### src/pkg/mrs_regs.svh
`ifndef MRS_REGS_SVH
`define MRS_REGS_SVH

// Result register byte addresses
`define MRS_ADDR_TEMP 8'h60
`define MRS_ADDR_SUPPLY 8'h62
`define MRS_ADDR_IN_A 8'h64
`define MRS_ADDR_IN_B 8'h66
`define MRS_ADDR_IN_C 8'h68
`define MRS_ADDR_LAST 8'h69
// Codes
`define MRS_FULL_SCALE 16'hfff8
`define MRS_TEMP_POS_FS 16'h7ff8
`define MRS_TEMP_NEG_FS 16'h8000
`define MRS_RESULT_MASK 16'hfff8
`define MRS_ZERO16 16'h0000
// Converter width and left-justify shift
`define MRS_ADC_BITS 13
`define MRS_JUSTIFY 3
// Gain: unity is 16'h8000, product shifted by 15
`define MRS_GAIN_SHIFT 15
// Offset weight: register value times 4 is added
`define MRS_OFFSET_SHIFT 2
// Frame period: 5 slots, each slot a fixed number of clocks
`define MRS_SLOT_CYCLES 16'd2000
`define MRS_SLOT_LAST 16'd1999

`endif

### src/pkg/mrs_pkg.sv
`default_nettype none
package mrs_pkg;
    typedef enum logic [2:0] {
        CH_TEMP,
        CH_SUPPLY,
        CH_IN_A,
        CH_IN_B,
        CH_IN_C
    } mrs_chan_t;

    // Per-channel calibration set
    typedef struct packed {
        logic [15:0] gain;
        logic [15:0] offset;
        logic [2:0] shift;
    } mrs_cal_t;

    // One finished conversion
    typedef struct packed {
        logic [7:0] addr;
        logic [15:0] data;
    } mrs_result_t;
endpackage
`default_nettype wire

### src/design/mrs_result_engine.sv
`include "mrs_regs.svh"
`default_nettype none
// How it works
// - Temperature is 16-bit two's complement, 7FF8 top, 8000 bottom.
// - Temperature code carries 1/256 degree per count.
// - Programmed temperature offset is added to every temperature conversion.
// - Supply and three inputs are converted in repeating round-robin order.
// - Voltage results stored left justified, unsigned 16-bit at 62h..69h.
// - Full scale gives FFF8h, null input gives all zeros.
// - Each analog input has its own 3-bit shift count, zero to seven.
// - Shift applied every input conversion after gain and offset, before storing.
// - Supply and each input use their own gain and offset.
// - Factory weight is span over 65528 counts.
// - Temperature at 60h/61h, refreshed per frame, held during memory access.
// - Gain and offset values are each two bytes wide.
// - Temperature uses offset only, no gain.
module mrs_result_engine (
    input wire logic clk,
    input wire logic rst_b,
    input wire logic sampleValid,
    input wire logic [12:0] sampleCode,
    input wire logic memBusy,
    input wire logic [15:0] tempOffset,
    input wire logic [15:0] supplyGain,
    input wire logic [15:0] supplyOffset,
    input wire logic [15:0] inputAGain,
    input wire logic [15:0] inputAOffset,
    input wire logic [2:0] inputAShift,
    input wire logic [15:0] inputBGain,
    input wire logic [15:0] inputBOffset,
    input wire logic [2:0] inputBShift,
    input wire logic [15:0] inputCGain,
    input wire logic [15:0] inputCOffset,
    input wire logic [2:0] inputCShift,
    output logic [2:0] channelSelect,
    output logic convertStart,
    output logic [15:0] tempResult,
    output logic [15:0] supplyResult,
    output logic [15:0] inputAResult,
    output logic [15:0] inputBResult,
    output logic [15:0] inputCResult,
    output mrs_pkg::mrs_result_t lastResult,
    output logic resultStrobe
);
    mrs_pkg::mrs_chan_t chanReg;
    mrs_pkg::mrs_chan_t chanNext;
    logic [15:0] slotCountReg;
    logic [12:0] rawReg;
    logic scaleStart;
    logic scaleDone;
    logic [15:0] scaled;
    logic pendingReg;
    logic [15:0] pendingData;
    mrs_pkg::mrs_chan_t pendingChan;
    mrs_pkg::mrs_cal_t calSel;

    // Byte address of a channel's result pair
    function automatic logic [7:0] chanAddr(input mrs_pkg::mrs_chan_t ch);
        case (ch)
            mrs_pkg::CH_TEMP: chanAddr = `MRS_ADDR_TEMP;
            mrs_pkg::CH_SUPPLY: chanAddr = `MRS_ADDR_SUPPLY;
            mrs_pkg::CH_IN_A: chanAddr = `MRS_ADDR_IN_A;
            mrs_pkg::CH_IN_B: chanAddr = `MRS_ADDR_IN_B;
            mrs_pkg::CH_IN_C: chanAddr = `MRS_ADDR_IN_C;
            default: chanAddr = `MRS_ADDR_TEMP;
        endcase
    endfunction

    // -------------------------------------------------
    // Round-robin sequencer
    // -------------------------------------------------
    // Next channel in the fixed order
    always_comb begin
        case (chanReg)
            mrs_pkg::CH_TEMP: chanNext = mrs_pkg::CH_SUPPLY;
            mrs_pkg::CH_SUPPLY: chanNext = mrs_pkg::CH_IN_A;
            mrs_pkg::CH_IN_A: chanNext = mrs_pkg::CH_IN_B;
            mrs_pkg::CH_IN_B: chanNext = mrs_pkg::CH_IN_C;
            mrs_pkg::CH_IN_C: chanNext = mrs_pkg::CH_TEMP;
            default: chanNext = mrs_pkg::CH_TEMP;
        endcase
    end

    // Fixed slot length, five slots make one frame period
    always_ff @(posedge clk) begin
        if (!rst_b) begin
            slotCountReg <= 16'h0000;
            chanReg <= mrs_pkg::CH_TEMP;
            convertStart <= 1'b0;
            channelSelect <= 3'h0;
        end else begin
            convertStart <= 1'b0;
            if (slotCountReg == `MRS_SLOT_LAST) begin
                slotCountReg <= 16'h0000;
                chanReg <= chanNext;
                channelSelect <= chanNext;
                convertStart <= 1'b1;
            end else begin
                slotCountReg <= slotCountReg + 16'h0001;
            end
        end
    end

    // -------------------------------------------------
    // Calibration select
    // -------------------------------------------------
    // Each channel owns its own set; temperature has offset only
    // Two-byte gain and offset words, full 16-bit span each
    always_comb begin
        calSel.gain = 16'h0000;
        calSel.offset = tempOffset;
        calSel.shift = 3'h0;
        case (chanReg)
            mrs_pkg::CH_TEMP: begin
                calSel.offset = tempOffset;
            end
            mrs_pkg::CH_SUPPLY: begin
                calSel.gain = supplyGain;
                calSel.offset = supplyOffset;
            end
            mrs_pkg::CH_IN_A: begin
                calSel.gain = inputAGain;
                calSel.offset = inputAOffset;
                calSel.shift = inputAShift;
            end
            mrs_pkg::CH_IN_B: begin
                calSel.gain = inputBGain;
                calSel.offset = inputBOffset;
                calSel.shift = inputBShift;
            end
            mrs_pkg::CH_IN_C: begin
                calSel.gain = inputCGain;
                calSel.offset = inputCOffset;
                calSel.shift = inputCShift;
            end
            default: begin
                calSel.offset = tempOffset;
            end
        endcase
    end

    // -------------------------------------------------
    // Sample capture
    // -------------------------------------------------
    always_ff @(posedge clk) begin
        if (!rst_b) begin
            rawReg <= 13'h0000;
            scaleStart <= 1'b0;
        end else begin
            scaleStart <= sampleValid;
            if (sampleValid) begin
                rawReg <= sampleCode;
            end
        end
    end

    mrs_scaler scaler (
        .clk(clk),
        .rst_b(rst_b),
        .start(scaleStart),
        .isTemp(chanReg == mrs_pkg::CH_TEMP),
        .raw(rawReg),
        .cal(calSel),
        .done(scaleDone),
        .result(scaled)
    );

    // -------------------------------------------------
    // Result hold-off
    // -------------------------------------------------
    // A finished result waits while memory is busy; a newer one replaces it
    always_ff @(posedge clk) begin
        if (!rst_b) begin
            pendingReg <= 1'b0;
            pendingData <= `MRS_ZERO16;
            pendingChan <= mrs_pkg::CH_TEMP;
        end else if (scaleDone && memBusy) begin
            pendingReg <= 1'b1;
            pendingData <= scaled;
            pendingChan <= chanReg;
        end else if (!memBusy) begin
            pendingReg <= 1'b0;
        end
    end

    // -------------------------------------------------
    // Measurement registers
    // -------------------------------------------------
    always_ff @(posedge clk) begin
        if (!rst_b) begin
            tempResult <= `MRS_ZERO16;
            supplyResult <= `MRS_ZERO16;
            inputAResult <= `MRS_ZERO16;
            inputBResult <= `MRS_ZERO16;
            inputCResult <= `MRS_ZERO16;
            lastResult <= '0;
            resultStrobe <= 1'b0;
        end else begin
            resultStrobe <= 1'b0;
            if (!memBusy && (scaleDone || pendingReg)) begin
                resultStrobe <= 1'b1;
                lastResult.data <= scaleDone ? scaled : pendingData;
                lastResult.addr <= chanAddr(scaleDone ? chanReg : pendingChan);
                case (scaleDone ? chanReg : pendingChan)
                    mrs_pkg::CH_TEMP: tempResult <= scaleDone ? scaled : pendingData;
                    mrs_pkg::CH_SUPPLY: supplyResult <= scaleDone ? scaled : pendingData;
                    mrs_pkg::CH_IN_A: inputAResult <= scaleDone ? scaled : pendingData;
                    mrs_pkg::CH_IN_B: inputBResult <= scaleDone ? scaled : pendingData;
                    mrs_pkg::CH_IN_C: inputCResult <= scaleDone ? scaled : pendingData;
                    default: tempResult <= tempResult;
                endcase
            end
        end
    end
endmodule
`default_nettype wire

### src/design/mrs_scaler.sv
`include "mrs_regs.svh"
`default_nettype none
// Gain, offset, clamp and right shift for one raw sample (one-cycle result)
module mrs_scaler (
    input wire logic clk,
    input wire logic rst_b,
    input wire logic start,
    input wire logic isTemp,
    input wire logic [12:0] raw,
    input wire mrs_pkg::mrs_cal_t cal,
    output logic done,
    output logic [15:0] result
);
    logic [15:0] justified;
    logic [32:0] product;
    logic signed [19:0] sum;
    logic [15:0] clamped;
    logic [15:0] shifted;

    // -------------------------------------------------
    // Datapath
    // -------------------------------------------------
    always_comb begin
        justified = {raw, 3'h0};
        // Temperature has no gain stage
        product = isTemp ? {2'b00, justified, `MRS_GAIN_SHIFT'h0}
                         : {1'b0, justified} * {17'h0, cal.gain};
        sum = $signed({1'b0, product[33-2:`MRS_GAIN_SHIFT]})
            + ($signed({{2{cal.offset[15]}}, cal.offset, 2'h0}));
        if (isTemp) begin
            // Two's complement wraps: low 16 bits kept, no clamp to the signed span
            clamped = sum[15:0] & `MRS_RESULT_MASK;
        end else if (sum < 0) begin
            clamped = `MRS_ZERO16;
        end else if (sum > $signed({4'h0, `MRS_FULL_SCALE})) begin
            clamped = `MRS_FULL_SCALE;
        end else begin
            clamped = sum[15:0] & `MRS_RESULT_MASK;
        end
        shifted = isTemp ? clamped : (clamped >> cal.shift);
    end

    // -------------------------------------------------
    // Output stage
    // -------------------------------------------------
    always_ff @(posedge clk) begin
        if (!rst_b) begin
            done <= 1'b0;
            result <= `MRS_ZERO16;
        end else begin
            done <= start;
            if (start) begin
                result <= shifted;
            end
        end
    end
endmodule
`default_nettype wire

### config.mk
export PLATFORM = sky130hd
export DESIGN_NAME = mrs_result_engine
export DESIGN_NICKNAME = d
export VERILOG_FILES = /design/src/pkg/mrs_pkg.sv /design/src/design/mrs_result_engine.sv /design/src/design/mrs_scaler.sv
export VERILOG_INCLUDE_DIRS = /design/src /design/src/pkg
export SDC_FILE = /design/constraint.sdc
export NUM_CORES = 1
export LEC_CHECK = 0
export BUFFER_PORTS_ARGS = -buffer_cell sky130_fd_sc_hd__buf_4
export CAP_MARGIN = 20
export CORE_MARGIN = 2
export CORE_UTILIZATION = 25
export CTS_CLUSTER_DIAMETER = 40
export DETAILED_ROUTE_END_ITERATION = 8
export PLACE_DENSITY = 0.47
export SLEW_MARGIN = 40
export SYNTH_ARGS = -nofsm -noshare
export SYNTH_HDL_FRONTEND = slang
export SYNTH_HIERARCHICAL = 1
export SYNTH_SLANG_ARGS = --single-unit
### constraint.sdc
create_clock -name clk -period 13 [get_ports clk]
set_clock_uncertainty 0.05 [all_clocks]
set_input_delay 1.95 -clock clk [delete_from_list [all_inputs] [get_ports clk]]
set_output_delay 1.95 -clock clk [all_outputs]
set_load 0.02 [all_outputs]
# Word level (Yosys, flattened, before mapping)
# Index checks and enable logic that the tools add are counted.
# classes
multipliers	1
add_sub_neg	2
n_eq_ne	10
n_bitwise	1
muxes	16
order_cmp	2
reduce_logical	12
shift	1
# ops
cell	n
$pmux W16 S4	2
$mux W16	5
$mux W32	1
$mul A13 B16 Y29	1
$add A18 B18 Y19	1
$gt A19 B17 Y1 const B	1
$lt A19 B1 Y1 const B	1
$add A16 B1 Y16 const B	1
$eq A16 B11 Y1 const B	1
$pmux W4 S4	1
$shr A16 B3 Y16	1
$eq A3 B2 Y1 const B	4
$pmux W3 S4	1
$reduce_and A2 Y1	5
$pmux W3 S3	1
$eq A3 B1 Y1 const B	2
$eq A3 B3 Y1 const B	2
$logic_not A3 Y1	2
$mux W1	4
$mux W3	1
$logic_and A1 B1 Y1	2
$ne A2 B1 Y1 const B	1
$reduce_or A2 Y1	1
$logic_not A1 Y1	1
other kinds (2)	2
# word_totals
word_cells	63
reg_bits	176

# Depth between registers and ports, before layout
# depth
word_depth	11
ltp_mapped	39

# Hierarchy
# The synthesis kept the hierarchy.
# by_module_without_submodules
module	seq_area_each_um2	n_inst	area_each_um2	cells_per_inst
mrs_scaler	340.3	1	8567.0	1036
mrs_result_engine	3103.0	1	6960.4	798

# Least setup slack after synthesis
# No wires, ideal clock.
# synth_timing
path_type	input to register
start	in supplyGain[11]
end	reg scaler.result[13]
path_buffers	3
setup_time_ns	0.136
required_time_ns	12.814
stages	31
path_slack_ns	3.366
arrival_time_ns	9.448
path_cell_list	a22o_1 > a221o_1 > clkbuf_1 > and2_1 > fa_1 > fa_1 > fa_1 > fa_1 > inv_1 > fa_1 > inv_1 > ha_1 > a21o_1 > a21o_1 > a221o_1 > a22o_1 > a41o_1 > o21a_1 > o21a_1 > nor3_1 > o31ai_1 > ha_1 > clkbuf_1 > and2_1 > a21boi_0 > o31a_1 > buf_6 > nor4_4 > a21oi_2 > o311ai_1 > a31oi_1
# synth_lines
item	line_no	rtl
start: declaration	mrs_result_engine.sv:24	input wire logic [15:0] supplyGain,
end signal: assignment	mrs_scaler.sv:49	result <= `MRS_ZERO16;
end signal: assignment	mrs_scaler.sv:53	result <= shifted;
end: declaration	mrs_scaler.sv:12	output logic [15:0] result

==> results.md <==
- The run finished with clean final reports.
- The number of antenna violations at the first check in global routing is 1.
- Setup violations remaining at the end of the flow were counted as 0.
- Relative to the synthesized area, the layout overhead comes to 22.6%.
- The sum of negative setup slack is 0 ns.
- Cells with a size suffix above 1 make up 18.7% of the layout.
- Fill cells in the final layout number 6,643.
- Dividing the synthesized area by the synthesized cell count gives 8.47 um2.
- The required time of the worst setup path is 13.23 ns.
- In the routed design, unresolved DRC markers number 0.
- The total of cells resized after clock tree synthesis is 0.
- The number of cells on the worst reg-to-reg path is 33.
- The instance count along the most critical hold path is 2.
- The cell type with the largest total area after synthesis is dfxtp_1.
- In this run the critical register-to-register path is captured at scaler/result[13]$_SDFFE_PN0P_.
- The predominant post-synthesis flop cell is dfxtp_1.
- In the routed layout, each cell is associated on average with a via count of 4.62.
- At the pin with the least slew margin, the transition time is 0.800 ns.
- In the finished design, the share of the clock period the worst path needs comes to 79.9%.
- After the first detailed-routing iteration, the DRC count stood at 767.
- The commonest cells after synthesis are nand2_1 (215), inv_1 (192), nor2_1 (183).
- Synthesis handed over a netlist of 1,834 instances.
- The clock insertion delay at the later pin of the skew report is 0.43 ns.
- The number of slew-limit violations in the final report is 0.
- The power density of the placed cells is 68.3 nW/um2.
- The area of the core region is 61,600 um2.
- The number of library cell types mapped by synthesis is 76.
- Once the floorplan was initialized, standard cells occupied 25.2% of the core.
- The flop-to-flop setup slack is 3.02 ns.
- The row count is 91.
- The placer's final routability congestion estimate is 0.838.
- The warning count from the yosys run is 6.
- The die boundary width is 253 um.
- STA classifies the critical path startpoint as an input pin.
- Data arrives at the worst endpoint at 10.62 ns.
- In this run the tightest slew margin relative to its limit is 46.7%.
- The maximum number of buffers from clock root to sink is 2.
- Counting flops with a built-in enable in the synthesized netlist gives 0.
- The total overflow reported by the global router is 0.
- The die covers 64,100 um2.
- By instance count, the cell type seen most on the critical path is fa_1.
- The final net count is 2,454.
- The fmax is 0.0963 GHz.
- The clock tree from TritonCTS is yes.
- Clock-pin slew was measured on the worst setup and hold paths at 0.06 ns.
- The first global-routing pass estimated 77,900 um of wire.
- The number of global-route vias before repair was 13,900.
- Setup repair after global routing left no endpoint under its margin.
- The number of top-level design ports is 279.
- For this block, the routed nets add up to 49,000 um of wire.
- The number of violations of the max-capacitance limit is 0.
- After synthesis the cells add up to 15,500 um2.
- For this run, the slowest stage of the critical path takes 0.56 ns.
- Across the VDD grid, the largest voltage drop is 66.9 uV.
- Clock tree synthesis selected as its root buffer the cell clkbuf_16.
- The worst path needs 10.39 ns of the cycle, external delays included.
- 0 antenna diodes ended up in the layout.
- In this run the post-CTS setup repair buffer count came out at 0.
- The total global routing track utilization is 15.4%.
- The highest fanout seen on the critical path is 13.
- After detailed routing, the average wire length per cell comes to 16.9 um.
- The type of the worst setup path is input pin to register.
- The worst register-to-register path begins at chanReg[0]$_SDFFE_PN0N_.
- The worst hold path endpoint is pendingData[3]$_SDFFE_PN0P_.
- The total placed instance area is 18,400 um2.
- The final core area utilization is 30.9%.
- Once detail routing completed, the nets flagged for antenna violations numbered 0.
- After synthesis, flip-flops and latches occupy 22.2% of the total area.
- For this design the static power due to leakage is 8.56 nW.
- The final number of hold-violating endpoints came to 0.
- Final hold analysis gives a worst-case slack of 0.414 ns.
- The total power of the final layout is 0.00130 W.
- For this run, asynchronously set or reset flops after synthesis account for 0%.
- Before antenna repair, the detailed router went through 7 iterations.
- The source of the worst hold timing path is pendingData[3]$_SDFFE_PN0P_.
- The cell with the largest stage delay on the worst path is nor4_4.
- The detailed-route via count is 13,400.
- Detailed placement finished with a half-perimeter wire length of 37,000 um.
- Buffers inserted during clock tree synthesis total 17.
- The tightest min-delay check is of the register to register type.
- Entering global routing, the biggest net connects 88 pins.
- The number of hold buffers added after CTS was 0.
- STA classifies the critical path endpoint as a register.
- The number of sinks on the clock net is 172.
- The number of port buffers is 275.
- The portion of synthesized cell area occupied by the leading cell type is 22.2%.
- The most numerous cell in the Yosys netlist is nand2_1.
- The H-tree was split into 4 levels.
- Yosys attributes the largest share of cell area to dfxtp_1 (22%), fa_1 (20%), ha_1 (7.2%).
- The die boundary height is 253 um.
- Summing all non-filler instances in the final layout gives an area of 19,000 um2.
- In this run, synthesis produced a sequential element count of 172.
-- worst max-delay path by stage --
stage | startpoint | endpoint | slack (ns) | cells after the start
final | supplyGain[8] | scaler/result[13]$_SDFFE_PN0P_ | 2.61 | 34
after global routing | supplyGain[8] | scaler/result[13]$_SDFFE_PN0P_ | 1.91 | 34
after CTS | supplyGain[8] | scaler/result[13]$_SDFFE_PN0P_ | 2.69 | 34
after detailed placement | supplyGain[8] | scaler/result[13]$_SDFFE_PN0P_ | 2.24 | 34
after global placement | supplyGain[8] | scaler/result[13]$_SDFFE_PN0P_ | 2.31 | 34
after floorplan | supplyGain[11] | scaler/result[13]$_SDFFE_PN0P_ | 3.37 | 31
-- power by group --
part           switching, W  total (W)  internal (W)
clock network      0.000228   0.000559      0.000331
registers         0.0000190   0.000556      0.000537
logic             0.0000996   0.000184     0.0000847
-- cells by family after synthesis --
kind of cell | count (synthesis) | share of synthesized area (%)
multiplexers | 85 | 5.80
other | 1 | 0.0242
AND/OR/NAND/NOR | 675 | 20.9
flip-flops | 172 | 22.2
adder cells (fa/ha/maj) | 243 | 27.0
AO/OA/AOI/OAI | 314 | 13.9
XOR/XNOR | 42 | 2.37
buffers and inverters | 302 | 7.72
-- flip-flops by register name, indices dropped and copies added (netlist names), 3 cells and up --
signal / flops
chanReg: 3
inputAResult: 16
inputBResult: 16
inputCResult: 16
lastResult: 20
pendingChan: 3
pendingData: 16
rawReg: 13
scaler/result: 16
slotCountReg: 16
supplyResult: 16
tempResult: 16
-- layout by cell type (no fill, tap or decap), drive strengths merged, types with 22 or more instances in the layout --
master	count
mux2i	63
a22oi	36
ha	89
xnor2	25
nor2	183
nor2b	58
and2	110
nand2	216
o21ai	107
inv	197
fa	154
dfxtp	172
buf	295
a21oi	27
nand3	31
a21boi	22
-- area by class of cell --
type,count,area [um2],area share (%)
clock buffer,18,439,2.31
tap,837,1050,5.50
timing repair buffer,295,2210,11.6
multi-input combinational,1362,10900,57.5
inverter,193,724,3.81
clock inverter,14,205,1.08
sequential,172,3450,18.1
-- per-stage QoR --
| step | instances | setup WS [ns] |
|---|---|---|
| after CTS | 2891 | 2.69 |
| final | 2891 | 2.61 |
| after detailed placement | 2859 | 2.24 |
| after floorplan | 1836 | 3.37 |
| after global placement | 2859 | 2.31 |
| after global routing | 2891 | 1.91 |
-- worst max-delay path: cells and delay by family --
| kind | cells | cell delay [ns] |
|---|---|---|
| xor+xnor | 1 | 0.13 |
| fa+ha+maj | 7 | 3.07 |
| simple gates | 7 | 1.50 |
| buf+inv | 5 | 0.30 |
| compound gates | 14 | 3.65 |
-- layer usage --
layer	part of all wire [%]	wire [um]	GRT usage, %	vias to the layer above
li1	-	-	-	6453
met1	47	23100	21.0	6508
met2	47	23100	26.2	354
met3	3.8	1880	1.72	44
met4	1.8	860	3.40	0
met5	0	0	0	-
(Power assumes the default switching activity.)
